### config.mk
export PLATFORM = sky130hd
export DESIGN_NAME = scsr_top
export DESIGN_NICKNAME = d
export VERILOG_FILES = /design/src/hdl/scsr_pkg.sv /design/src/hdl/scsr_errq.sv /design/src/hdl/scsr_set.sv /design/src/hdl/scsr_top.sv
export SDC_FILE = /design/constraint.sdc
export NUM_CORES = 2
export LEC_CHECK = 0
export BUFFER_PORTS_ARGS = -buffer_cell sky130_fd_sc_hd__buf_2
export CAP_MARGIN = 0
export CORE_UTILIZATION = 40
export CTS_BUF_LIST = sky130_fd_sc_hd__clkbuf_16
export CTS_CLUSTER_DIAMETER = 150
export DETAILED_ROUTE_END_ITERATION = 7
export SYNTH_ARGS = -nofsm -noshare
export SYNTH_HDL_FRONTEND = slang
export SYNTH_SLANG_ARGS = --single-unit
### constraint.sdc
create_clock -name clk_i -period 2.8 [get_ports clk_i]
set_input_delay 0.28 -clock clk_i [delete_from_list [all_inputs] [get_ports clk_i]]
set_output_delay 0.28 -clock clk_i [all_outputs]
set_load 0.03 [all_outputs]
### src/hdl/scsr_pkg.sv
// Purpose: Shared constants and carriers of the status register model
// Assumes: 40 MHz clk_i, one clock domain
// Notes:   Byte addresses on a 10-bit Wishbone address
package scsr_pkg;

  // Register sets
  localparam int NSETS     = 11;
  localparam int SET_DEV   = 0;
  localparam int SET_OPER  = 1;
  localparam int SET_OCAL  = 2;
  localparam int SET_OLLF  = 3;
  localparam int SET_OMEAS = 4;
  localparam int SET_OSENS = 5;
  localparam int SET_OTRIG = 6;
  localparam int SET_OULF  = 7;
  localparam int SET_QUES  = 8;
  localparam int SET_QCAL  = 9;
  localparam int SET_QPOW  = 10;

  // Summary bit positions in parent sets, and the NVM failure bit of the device set
  localparam int OPER_CAL_BIT  = 0;
  localparam int OPER_MEAS_BIT = 4;
  localparam int OPER_TRIG_BIT = 5;
  localparam int OPER_SENS_BIT = 10;
  localparam int OPER_LLF_BIT  = 11;
  localparam int OPER_ULF_BIT  = 12;
  localparam int QUES_POW_BIT  = 3;
  localparam int QUES_CAL_BIT  = 8;
  localparam int DEV_NVM_BIT   = 3;

  typedef logic [14:0] scsr_word_t;

  // Address layout: set s at s*0x20, globals at 0x200
  localparam int ADR_W     = 10;
  localparam int ADR_GLB   = 9;
  localparam logic [2:0] F_COND = 3'h0;
  localparam logic [2:0] F_ENAB = 3'h1;
  localparam logic [2:0] F_EVT  = 3'h2;
  localparam logic [2:0] F_NTR  = 3'h3;
  localparam logic [2:0] F_PTR  = 3'h4;
  localparam logic [3:0] G_CMD  = 4'h0;
  localparam logic [3:0] G_ESR  = 4'h1;
  localparam logic [3:0] G_ESE  = 4'h2;
  localparam logic [3:0] G_STB  = 4'h3;
  localparam logic [3:0] G_SRE  = 4'h4;
  localparam logic [3:0] G_QUE  = 4'h5;
  localparam logic [3:0] G_QEN  = 4'h6;
  localparam logic [3:0] G_IRQ  = 4'h7;
  localparam logic [3:0] G_MSK  = 4'h8;

  // Command register bits
  localparam int CMD_CLS    = 0;
  localparam int CMD_PRESET = 1;
  localparam int CMD_RST    = 2;

  // Status byte bits
  localparam int STB_DEV = 1;
  localparam int STB_EAV = 2;
  localparam int STB_QUE = 3;
  localparam int STB_ESB = 5;
  localparam int STB_MSS = 6;
  localparam int STB_OPR = 7;

  // Preset and reset values
  localparam scsr_word_t PRE_PTR  = 15'h7fff;
  localparam scsr_word_t PRE_NTR  = 15'h0000;
  localparam scsr_word_t PRE_ENAB = 15'h0000;
  localparam logic       PRE_QEN  = 1'b1;

  // Error queue
  localparam int QDEPTH  = 8;
  localparam int QPTR_W  = 3;
  localparam int QCODE_W = 16;

  // Interrupt status bits
  localparam int IRQ_W    = 2;
  localparam int IRQ_SRQ  = 0;
  localparam int IRQ_QOVF = 1;

  typedef struct packed {
    scsr_word_t cond;
    scsr_word_t enab;
    scsr_word_t evt;
    scsr_word_t ntr;
    scsr_word_t ptr;
  } scsr_setregs_t;

  typedef struct packed {
    logic       wr;
    logic [2:0] fld;
    scsr_word_t wdat;
    logic       evt_clr;
    scsr_word_t clr_mask;
    logic       cls;
    logic       preset;
  } scsr_setctl_t;

  typedef struct packed {
    logic [QDEPTH-1:0][QCODE_W-1:0] mem;
    logic [QPTR_W-1:0]              wp;
    logic [QPTR_W-1:0]              rp;
    logic [QPTR_W:0]                cnt;
    logic                           ovf;
  } scsr_q_t;

  typedef struct packed {
    logic             ack;
    logic [31:0]      dat;
    logic [7:0]       esr;
    logic [7:0]       ese;
    logic [7:0]       sre;
    logic             qen;
    logic [IRQ_W-1:0] ist;
    logic [IRQ_W-1:0] imsk;
    logic             mss;
    logic             rst;
  } scsr_top_t;

endpackage

### src/hdl/scsr_errq.sv
// Purpose: Error/event queue, oldest entry first
// Assumes: Push and pop are one-cycle strobes
// Notes:   A push into a full queue is dropped and flagged
`timescale 1ns/100ps
module scsr_errq (
  input  wire logic                        clk_i,
  input  wire logic                        rstn_i,
  input  wire logic                        push_i,
  input  wire logic [scsr_pkg::QCODE_W-1:0] code_i,
  input  wire logic                        pop_i,
  input  wire logic                        clr_i,
  output logic [scsr_pkg::QCODE_W-1:0]     head_o,
  output logic                             empty_o,
  output logic                             ovf_o
);

  scsr_pkg::scsr_q_t r;
  scsr_pkg::scsr_q_t n;
  logic              full;
  logic              do_push;
  logic              do_pop;

  always_comb begin
    n       = r;
    full    = (r.cnt == (scsr_pkg::QPTR_W+1)'(scsr_pkg::QDEPTH));
    do_push = push_i & ~full;
    do_pop  = pop_i & (r.cnt != '0);
    n.ovf   = push_i & full;
    if (do_push) begin
      n.mem[r.wp] = code_i;
      n.wp        = r.wp + 1'b1;
    end
    if (do_pop) begin
      n.rp = r.rp + 1'b1;
    end
    n.cnt = r.cnt + {3'h0, do_push} - {3'h0, do_pop};
    if (clr_i) begin
      n.wp  = '0;
      n.rp  = '0;
      n.cnt = '0;
    end
  end

  always_ff @(posedge clk_i or negedge rstn_i) begin
    if (!rstn_i) begin
      r <= '0;
    end else begin
      r <= n;
    end
  end

  assign head_o  = (r.cnt == '0) ? '0 : r.mem[r.rp];
  assign empty_o = (r.cnt == '0);
  assign ovf_o   = r.ovf;

endmodule // scsr_errq

### src/hdl/scsr_set.sv
// Purpose: One register set: condition, filters, event, enable
// Assumes: Control arrives as one-cycle strobes from the bus slave
// Notes:   Set wins over clear on event bits
`timescale 1ns/100ps
module scsr_set (
  input  wire logic                   clk_i,
  input  wire logic                   rstn_i,
  input  wire scsr_pkg::scsr_word_t   cond_i,
  input  wire scsr_pkg::scsr_setctl_t ctl_i,
  output scsr_pkg::scsr_setregs_t     regs_o,
  output logic                        summary_o
);

  scsr_pkg::scsr_setregs_t r;
  scsr_pkg::scsr_setregs_t n;
  scsr_pkg::scsr_word_t    keep;

  always_comb begin
    n    = r;
    keep = r.evt;
    n.cond = cond_i;
    if (ctl_i.evt_clr) begin
      keep = keep & ~ctl_i.clr_mask;
    end
    if (ctl_i.cls) begin
      keep = '0;
    end
    n.evt = keep | (cond_i & ~r.cond & r.ptr) | (~cond_i & r.cond & r.ntr);
    if (ctl_i.preset) begin
      n.enab = scsr_pkg::PRE_ENAB;
      n.ntr  = scsr_pkg::PRE_NTR;
      n.ptr  = scsr_pkg::PRE_PTR;
    end
    if (ctl_i.wr) begin
      case (ctl_i.fld)
        scsr_pkg::F_ENAB: n.enab = ctl_i.wdat;
        scsr_pkg::F_NTR:  n.ntr  = ctl_i.wdat;
        scsr_pkg::F_PTR:  n.ptr  = ctl_i.wdat;
        default:          n.enab = n.enab;
      endcase
    end
  end

  always_ff @(posedge clk_i or negedge rstn_i) begin
    if (!rstn_i) begin
      r.cond <= '0;
      r.evt  <= '0;
      r.enab <= scsr_pkg::PRE_ENAB;
      r.ntr  <= scsr_pkg::PRE_NTR;
      r.ptr  <= scsr_pkg::PRE_PTR;
    end else begin
      r <= n;
    end
  end

  assign regs_o = r;
  assign summary_o = |(r.evt & r.enab);

endmodule // scsr_set

### src/hdl/scsr_top.sv
// Purpose: Status reporting register model with a Wishbone slave
// Assumes: rstn_i is the power-on reset; inputs synchronous to clk_i
// Notes:   Register access answers one cycle after the request
`timescale 1ns/100ps
module scsr_top (
  input  wire logic                                    clk_i,
  input  wire logic                                    rstn_i,
  input  wire logic                                    wb_cyc_i,
  input  wire logic                                    wb_stb_i,
  input  wire logic                                    wb_we_i,
  input  wire logic [scsr_pkg::ADR_W-1:0]              wb_adr_i,
  input  wire logic [3:0]                              wb_sel_i,
  input  wire logic [31:0]                             wb_dat_i,
  output logic [31:0]                                  wb_dat_o,
  output logic                                         wb_ack_o,
  input  wire logic                                    nvm_fail_i,
  input  wire scsr_pkg::scsr_word_t [scsr_pkg::NSETS-1:0] cond_i,
  input  wire logic [7:0]                              esr_set_i,
  input  wire logic                                    err_push_i,
  input  wire logic [scsr_pkg::QCODE_W-1:0]            err_code_i,
  output logic [scsr_pkg::NSETS-1:0]                   summary_o,
  output logic                                         rst_cmd_o,
  output logic                                         irq_o
);

  scsr_pkg::scsr_top_t                         r;
  scsr_pkg::scsr_top_t                         n;
  scsr_pkg::scsr_setregs_t [scsr_pkg::NSETS-1:0] regs;
  scsr_pkg::scsr_setctl_t  [scsr_pkg::NSETS-1:0] ctl;
  scsr_pkg::scsr_word_t    [scsr_pkg::NSETS-1:0] cond_all;
  logic [scsr_pkg::NSETS-1:0]                  summ;
  logic [scsr_pkg::QCODE_W-1:0]                q_head;
  logic                                        q_empty;
  logic                                        q_ovf;
  logic                                        acc;
  logic                                        wr;
  logic                                        rd;
  logic                                        glb;
  logic [3:0]                                  set_idx;
  logic [2:0]                                  fld;
  logic [3:0]                                  gidx;
  logic                                        cls;
  logic                                        preset;
  logic [7:0]                                  stb_base;
  logic                                        mss;
  logic [7:0]                                  stb;
  logic [15:0]                                 wmerge;
  logic [31:0]                                 rdat;

  // Byte-lane merge of the low half word
  function automatic logic [15:0] lane16(input logic [15:0] old,
                                         input logic [31:0] d,
                                         input logic [3:0]  sel);
    lane16 = {sel[1] ? d[15:8] : old[15:8], sel[0] ? d[7:0] : old[7:0]};
  endfunction

  // Address belongs to a register set
  function automatic logic is_set(input logic [scsr_pkg::ADR_W-1:0] a);
    is_set = !a[scsr_pkg::ADR_GLB] && (a[8:5] < 4'(scsr_pkg::NSETS)) && (a[4:2] <= scsr_pkg::F_PTR);
  endfunction

  // Bus decode; effects happen at the edge where ack is seen high
  assign acc     = wb_cyc_i & wb_stb_i & r.ack;
  assign wr      = acc & wb_we_i;
  assign rd      = acc & ~wb_we_i;
  assign glb     = wb_adr_i[scsr_pkg::ADR_GLB];
  assign set_idx = wb_adr_i[8:5];
  assign fld     = wb_adr_i[4:2];
  assign gidx    = wb_adr_i[5:2];
  assign cls     = wr && glb && (gidx == scsr_pkg::G_CMD) && wb_sel_i[0] && wb_dat_i[scsr_pkg::CMD_CLS];
  assign preset  = wr && glb && (gidx == scsr_pkg::G_CMD) && wb_sel_i[0] && wb_dat_i[scsr_pkg::CMD_PRESET];

  // Condition inputs, with summaries chained into parent sets
  always_comb begin
    cond_all = cond_i;
    cond_all[scsr_pkg::SET_DEV] = '0;
    cond_all[scsr_pkg::SET_DEV][scsr_pkg::DEV_NVM_BIT] = nvm_fail_i;
    cond_all[scsr_pkg::SET_OPER][scsr_pkg::OPER_CAL_BIT]  = summ[scsr_pkg::SET_OCAL];
    cond_all[scsr_pkg::SET_OPER][scsr_pkg::OPER_MEAS_BIT] = summ[scsr_pkg::SET_OMEAS];
    cond_all[scsr_pkg::SET_OPER][scsr_pkg::OPER_TRIG_BIT] = summ[scsr_pkg::SET_OTRIG];
    cond_all[scsr_pkg::SET_OPER][scsr_pkg::OPER_SENS_BIT] = summ[scsr_pkg::SET_OSENS];
    cond_all[scsr_pkg::SET_OPER][scsr_pkg::OPER_LLF_BIT]  = summ[scsr_pkg::SET_OLLF];
    cond_all[scsr_pkg::SET_OPER][scsr_pkg::OPER_ULF_BIT]  = summ[scsr_pkg::SET_OULF];
    cond_all[scsr_pkg::SET_QUES][scsr_pkg::QUES_CAL_BIT]  = summ[scsr_pkg::SET_QCAL];
    cond_all[scsr_pkg::SET_QUES][scsr_pkg::QUES_POW_BIT]  = summ[scsr_pkg::SET_QPOW];
  end

  assign wmerge = lane16(16'h0000, wb_dat_i, wb_sel_i);

  genvar gs;
  generate
    for (gs = 0; gs < scsr_pkg::NSETS; gs++) begin : g_set
      assign ctl[gs].wr       = wr && !glb && (set_idx == 4'(gs));
      assign ctl[gs].fld      = fld;
      assign ctl[gs].wdat     = wmerge[14:0];
      assign ctl[gs].evt_clr  = rd && !glb && (set_idx == 4'(gs)) && (fld == scsr_pkg::F_EVT);
      assign ctl[gs].clr_mask = r.dat[14:0];
      assign ctl[gs].cls      = cls;
      assign ctl[gs].preset   = preset;

      scsr_set u_set (
        .clk_i     (clk_i),
        .rstn_i    (rstn_i),
        .cond_i    (cond_all[gs]),
        .ctl_i     (ctl[gs]),
        .regs_o    (regs[gs]),
        .summary_o (summ[gs])
      );
    end
  endgenerate

  scsr_errq u_errq (
    .clk_i   (clk_i),
    .rstn_i  (rstn_i),
    .push_i  (err_push_i & r.qen),
    .code_i  (err_code_i),
    .pop_i   (rd && glb && (gidx == scsr_pkg::G_QUE)),
    .clr_i   (cls),
    .head_o  (q_head),
    .empty_o (q_empty),
    .ovf_o   (q_ovf)
  );

  // Status byte from summaries; follows its sources when they clear
  always_comb begin
    stb_base = '0;
    stb_base[scsr_pkg::STB_DEV] = summ[scsr_pkg::SET_DEV];
    stb_base[scsr_pkg::STB_EAV] = ~q_empty;
    stb_base[scsr_pkg::STB_QUE] = summ[scsr_pkg::SET_QUES];
    stb_base[scsr_pkg::STB_ESB] = |(r.esr & r.ese);
    stb_base[scsr_pkg::STB_OPR] = summ[scsr_pkg::SET_OPER];
    mss = |(stb_base & r.sre);
    stb = stb_base;
    stb[scsr_pkg::STB_MSS] = mss;
  end

  // Read multiplexer
  always_comb begin
    rdat = '0;
    if (glb) begin
      case (gidx)
        scsr_pkg::G_ESR: rdat[7:0] = r.esr;
        scsr_pkg::G_ESE: rdat[7:0] = r.ese;
        scsr_pkg::G_STB: rdat[7:0] = stb;
        scsr_pkg::G_SRE: rdat[7:0] = r.sre;
        scsr_pkg::G_QUE: rdat[15:0] = q_head;
        scsr_pkg::G_QEN: rdat[0] = r.qen;
        scsr_pkg::G_IRQ: rdat[scsr_pkg::IRQ_W-1:0] = r.ist;
        scsr_pkg::G_MSK: rdat[scsr_pkg::IRQ_W-1:0] = r.imsk;
        default:         rdat = '0;
      endcase
    end else if (is_set(wb_adr_i)) begin
      case (fld)
        scsr_pkg::F_COND: rdat[14:0] = regs[set_idx].cond;
        scsr_pkg::F_ENAB: rdat[14:0] = regs[set_idx].enab;
        scsr_pkg::F_EVT:  rdat[14:0] = regs[set_idx].evt;
        scsr_pkg::F_NTR:  rdat[14:0] = regs[set_idx].ntr;
        scsr_pkg::F_PTR:  rdat[14:0] = regs[set_idx].ptr;
        default:          rdat = '0;
      endcase
    end
  end

  always_comb begin
    n     = r;
    n.ack = wb_cyc_i & wb_stb_i & ~r.ack;
    if (wb_cyc_i && wb_stb_i && !r.ack) begin
      n.dat = rdat;
    end
    n.rst = wr && glb && (gidx == scsr_pkg::G_CMD) && wb_sel_i[0] && wb_dat_i[scsr_pkg::CMD_RST];
    n.mss = mss;
    // ESR read or clear-status, new events win
    if (rd && glb && (gidx == scsr_pkg::G_ESR)) begin
      n.esr = r.esr & ~r.dat[7:0];
    end
    if (cls) begin
      n.esr = '0;
    end
    n.esr = n.esr | esr_set_i;
    if (preset) begin
      n.qen = scsr_pkg::PRE_QEN;
    end
    if (wr && glb && wb_sel_i[0]) begin
      case (gidx)
        scsr_pkg::G_ESE: n.ese = wb_dat_i[7:0];
        scsr_pkg::G_SRE: n.sre = wb_dat_i[7:0];
        scsr_pkg::G_QEN: n.qen = wb_dat_i[0];
        scsr_pkg::G_IRQ: n.ist = r.ist & ~wb_dat_i[scsr_pkg::IRQ_W-1:0];
        scsr_pkg::G_MSK: n.imsk = wb_dat_i[scsr_pkg::IRQ_W-1:0];
        default:         n.ese = n.ese;
      endcase
    end
    n.ist[scsr_pkg::IRQ_SRQ]  = n.ist[scsr_pkg::IRQ_SRQ] | (mss & ~r.mss);
    n.ist[scsr_pkg::IRQ_QOVF] = n.ist[scsr_pkg::IRQ_QOVF] | q_ovf;
  end

  always_ff @(posedge clk_i or negedge rstn_i) begin
    if (!rstn_i) begin
      r     <= '0;
      r.qen <= scsr_pkg::PRE_QEN;
    end else begin
      r <= n;
    end
  end

  assign wb_ack_o  = r.ack;
  assign wb_dat_o  = r.ack ? r.dat : 32'h0000_0000;
  assign summary_o = summ;
  assign rst_cmd_o = r.rst;
  assign irq_o     = |(r.ist & r.imsk);

endmodule // scsr_top

==> flow_summary.yaml <==
outcome:
  status: "finished with violations"
  violations: "design-rule violations"
route:
  detail-route-antenna-nets: 0
  dr_wl_met3_um: 20500
  drc_errors: 1
  drt_iter0_markers: 5027
  drt-met1-wl_um: 84600
  wl_um: 210000
  wl_per_cell_um: 31.7
  dr.pass1.iters: 8
  vias_per_cell: 6.23
  top_layer_used: "met5"
  via_count: 41300
  wl_met2_um: 93900
setup_path:
  rr_startpoint: "g_set[1].u_set.regs_o[39]$_DFF_PN0_"
  critical_path.startpoint_type: "flop"
  r2r_cells: 7
  crit_type: "reg -> out"
  timing.rr.end: "ctl[8]$_DFFE_PN0P_"
  cp.arrival_ps: 2480
  cp-startpoint: "g_set[0].u_set.regs_o[39]$_DFFE_PN0P_"
  rrSetupSlack_ps: 90
  crit_end: "summary_o[0]"
  path_max_fanout: 2
  required_ps: 2520
  worst_setup_path_end_kind: "output pin"
timing:
  fin_worst_skew_ps: 47.0
  worst_slack_ps: 42.4
  rsz0062_at_grt: "no"
  hold_viol_final: 0
  fin_crit_ps: 2760
  period_share_pct: 98.5
  relSlewSlack_pct: 24.8
  worst_pin_slew_ps: 1130
  drv_slew: 0
  setup_viol: 0
  maxClockFrequency_mhz: 363
floorplanning:
  io_pins: 288
  fp-row-count: 127
  fp.dieW_um: 349
  die_h_um: 349
  dieArea_um2: 122000
  initial_core_util_pct: 40.3
  design.core.area_um2: 120000
cts:
  cts_buffers: 108
  h-tree-depth: 3
  tritoncts: "built"
  cts_num_sinks: 998
  clk_pin_slew_ps: 60
  clockBufferDepth: 3
  clockRootBuffer: "clkbuf_16"
  clock_latency_ps: 730
layout:
  final_cell_mix: "831 x dfrtp_1, 504 x nand3_1, 469 x nand2_1"
  area_growth_pct: 21.4
  final_area_um2: 58500
  layout-drive-gt1-share_pct: 26.1
  final_util_pct: 48.9
  layout_commonest_cell: "dfrtp_1"
  fin_cells: 6624
  nets: 5165
pwr:
  intPower_mw: 24.7
  vdd_drop_max_uv: 557
  power_switching_mw: 9.07
  combPwrFrac_pct: 10.2
  clkPwrFrac_pct: 42.8
  p_sw_share_pct: 26.9
  power_density_nw_per_um2: 576
  seqPwrFrac_pct: 47.0
  power_leakage_nw: 24.5
grt:
  grt_usage_pct: 34.4
  grt_pass1_wl_um: 300000
  first_global_vias: 39900
  grt_overflow_total: 0
  antenna_found_initial: 12
  grt_start_max_net_pins: 133
worst_hold_path:
  worst_hold_path.num_cells: 4
  hp-class: "in -> reg"
logic_synthesis:
  synth-seq-cells: 998
  ys_warn_count: 0
  netlist_instances: 4439
  synth_cell_types: 86
  synth_flop_cell: "dfrtp_1"
  synth_area_um2: 48200
  avgSynthCellArea_um2: 10.9
  ys_seq_area_share_pct: 52.2
  synth_edf_count: 0
  async_reset_ff_share_pct: 100
place:
  place_hpwl_um: 153000
  routabilityCongestion: 0.992
  place_ws_ps: -312
  dp_cells: 6225
  place_area_um2: 53100
  numPortBuffers: 227
flow_run:
  drv_cap: 0
-- layer usage --
layer / up-vias / GRT usage (%)
met2: 2203 / 52.4
met3: 443 / 7.41
met1: 21100 / 47.0
met5: - / 0
met4: 16 / 15.9
li1: 17500 / -
-- repair_timing --
action | 4_1_cts | 5_1_grt
setup endpoints to repair | 7 | 4
setup buffers | 9 | 5
hold buffers | 177 | 0
cloned | 0 | 0
pin swaps | 4 | 4
hold endpoints to repair | 626 | 0
gates resized for setup | 3 | 4
-- cell families after synthesis --
logic type,count (synthesis),synth area share [%]
AO/OA/AOI/OAI,1044,13.8
XOR/XNOR,6,0.109
adder cells (fa/ha/maj),9,0.249
buffers and inverters,423,4.19
flip-flops,998,52.2
multiplexers,435,13.7
other,1,0.00778
AND/OR/NAND/NOR,1523,15.8
-- power groups by stage --
stage,clock network [mW],logic [mW],registers (mW)
2_1_floorplan,0,1.64,15.6
3_3_place_gp,0,3.15,16.1
3_5_place_dp,0,3.18,16.1
4_1_cts,14.6,3.39,15.8
5_1_grt,15.1,3.62,15.9
6_report,14.4,3.43,15.9
-- cell usage after synthesis (7+ instances only) --
cell         n  area, µm²
a211oi_1     8       60.1
a21oi_1    213       1070
a221oi_1    29        254
a222oi_1    12        120
a22o_1      20        175
a22oi_1     98        736
a31o_2      17        149
a31oi_1     15       93.8
and2_1      22        138
and3_1      30        188
buf_1       21       78.8
buf_2      112        561
buf_4       53        398
buf_6        9        101
clkbuf_1   212        796
dfrtp_1    832      20800
dfstp_2    166       4360
ha_1         8        100
inv_1       12       45.0
mux2_2     197       2220
mux2i_1     81        811
mux4_1       8        210
mux4_2     149       3360
nand2_1    469       1760
nand2b_1    14       87.6
nand3_1    507       2540
nand3b_1   147       1100
nand4_1     17        106
nor2_1      69        259
nor2_2       7       43.8
nor2b_1     14       87.6
nor3_1     186        931
nor4_1       7       43.8
o211ai_1   156       1170
o21ai_0    326       1630
o21ai_1     33        165
o22ai_1     19        119
o2bb2ai_1   19        166
or3_1        7       43.8
-- through the flow --
step	TNS [ps]	hold slack, ps	power [mW]
after floorplan	0	-15.6	17.2
after global placement	-288	247	19.2
after detailed placement	-312	249	19.2
after CTS	-17.4	10.9	33.8
after global routing	0	94.9	34.6
final	0	39.8	33.7
-- flip-flops by register name, summed over array words and instances (netlist names) --
| register | count |
|---|---|
| u_errq.r | 138 |
| u_errq.ovf_o | 1 |
| g_set.u_set.regs_o | 811 |
| rst_cmd_o | 1 |
| wb_ack_o | 1 |
| r | 31 |
| ctl | 15 |
-- how the worst min path moves through the flow --
stage,from,endpoint,slack [ps]
finish,wb_adr_i[9],u_errq.r[7]$_DFFE_PN0P_,40
global route,wb_adr_i[9],u_errq.r[7]$_DFFE_PN0P_,90
global placement,rstn_i,g_set[10].u_set.regs_o[19]$_DFF_PN0_,250
detailed placement,rstn_i,g_set[10].u_set.regs_o[64]$_DFF_PN0_,250
floorplan,rstn_i,ctl[10]$_DFFE_PN0P_,-20
CTS,wb_adr_i[9],u_errq.r[7]$_DFFE_PN0P_,10
-- final cells by class --
class | instances | area [µm²]
fillers | 11100 | 61300
flip-flops and latches | 998 | 25200
multi-input cells | 3033 | 21200
repair buffers | 759 | 6520
clock buffers | 111 | 2780
well taps | 1612 | 2020
clock inverters | 94 | 752
inverters | 14 | 52.6
diodes | 3 | 7.51
-- worst max-delay path: stages, from the launching register on --
cell      delay [ps]
dfrtp_1          390
a222oi_1         370
buf_4            190
nand3_2           90
buf_4            170
or3_4            360
buf_4            180
(Power assumes the default switching activity.)
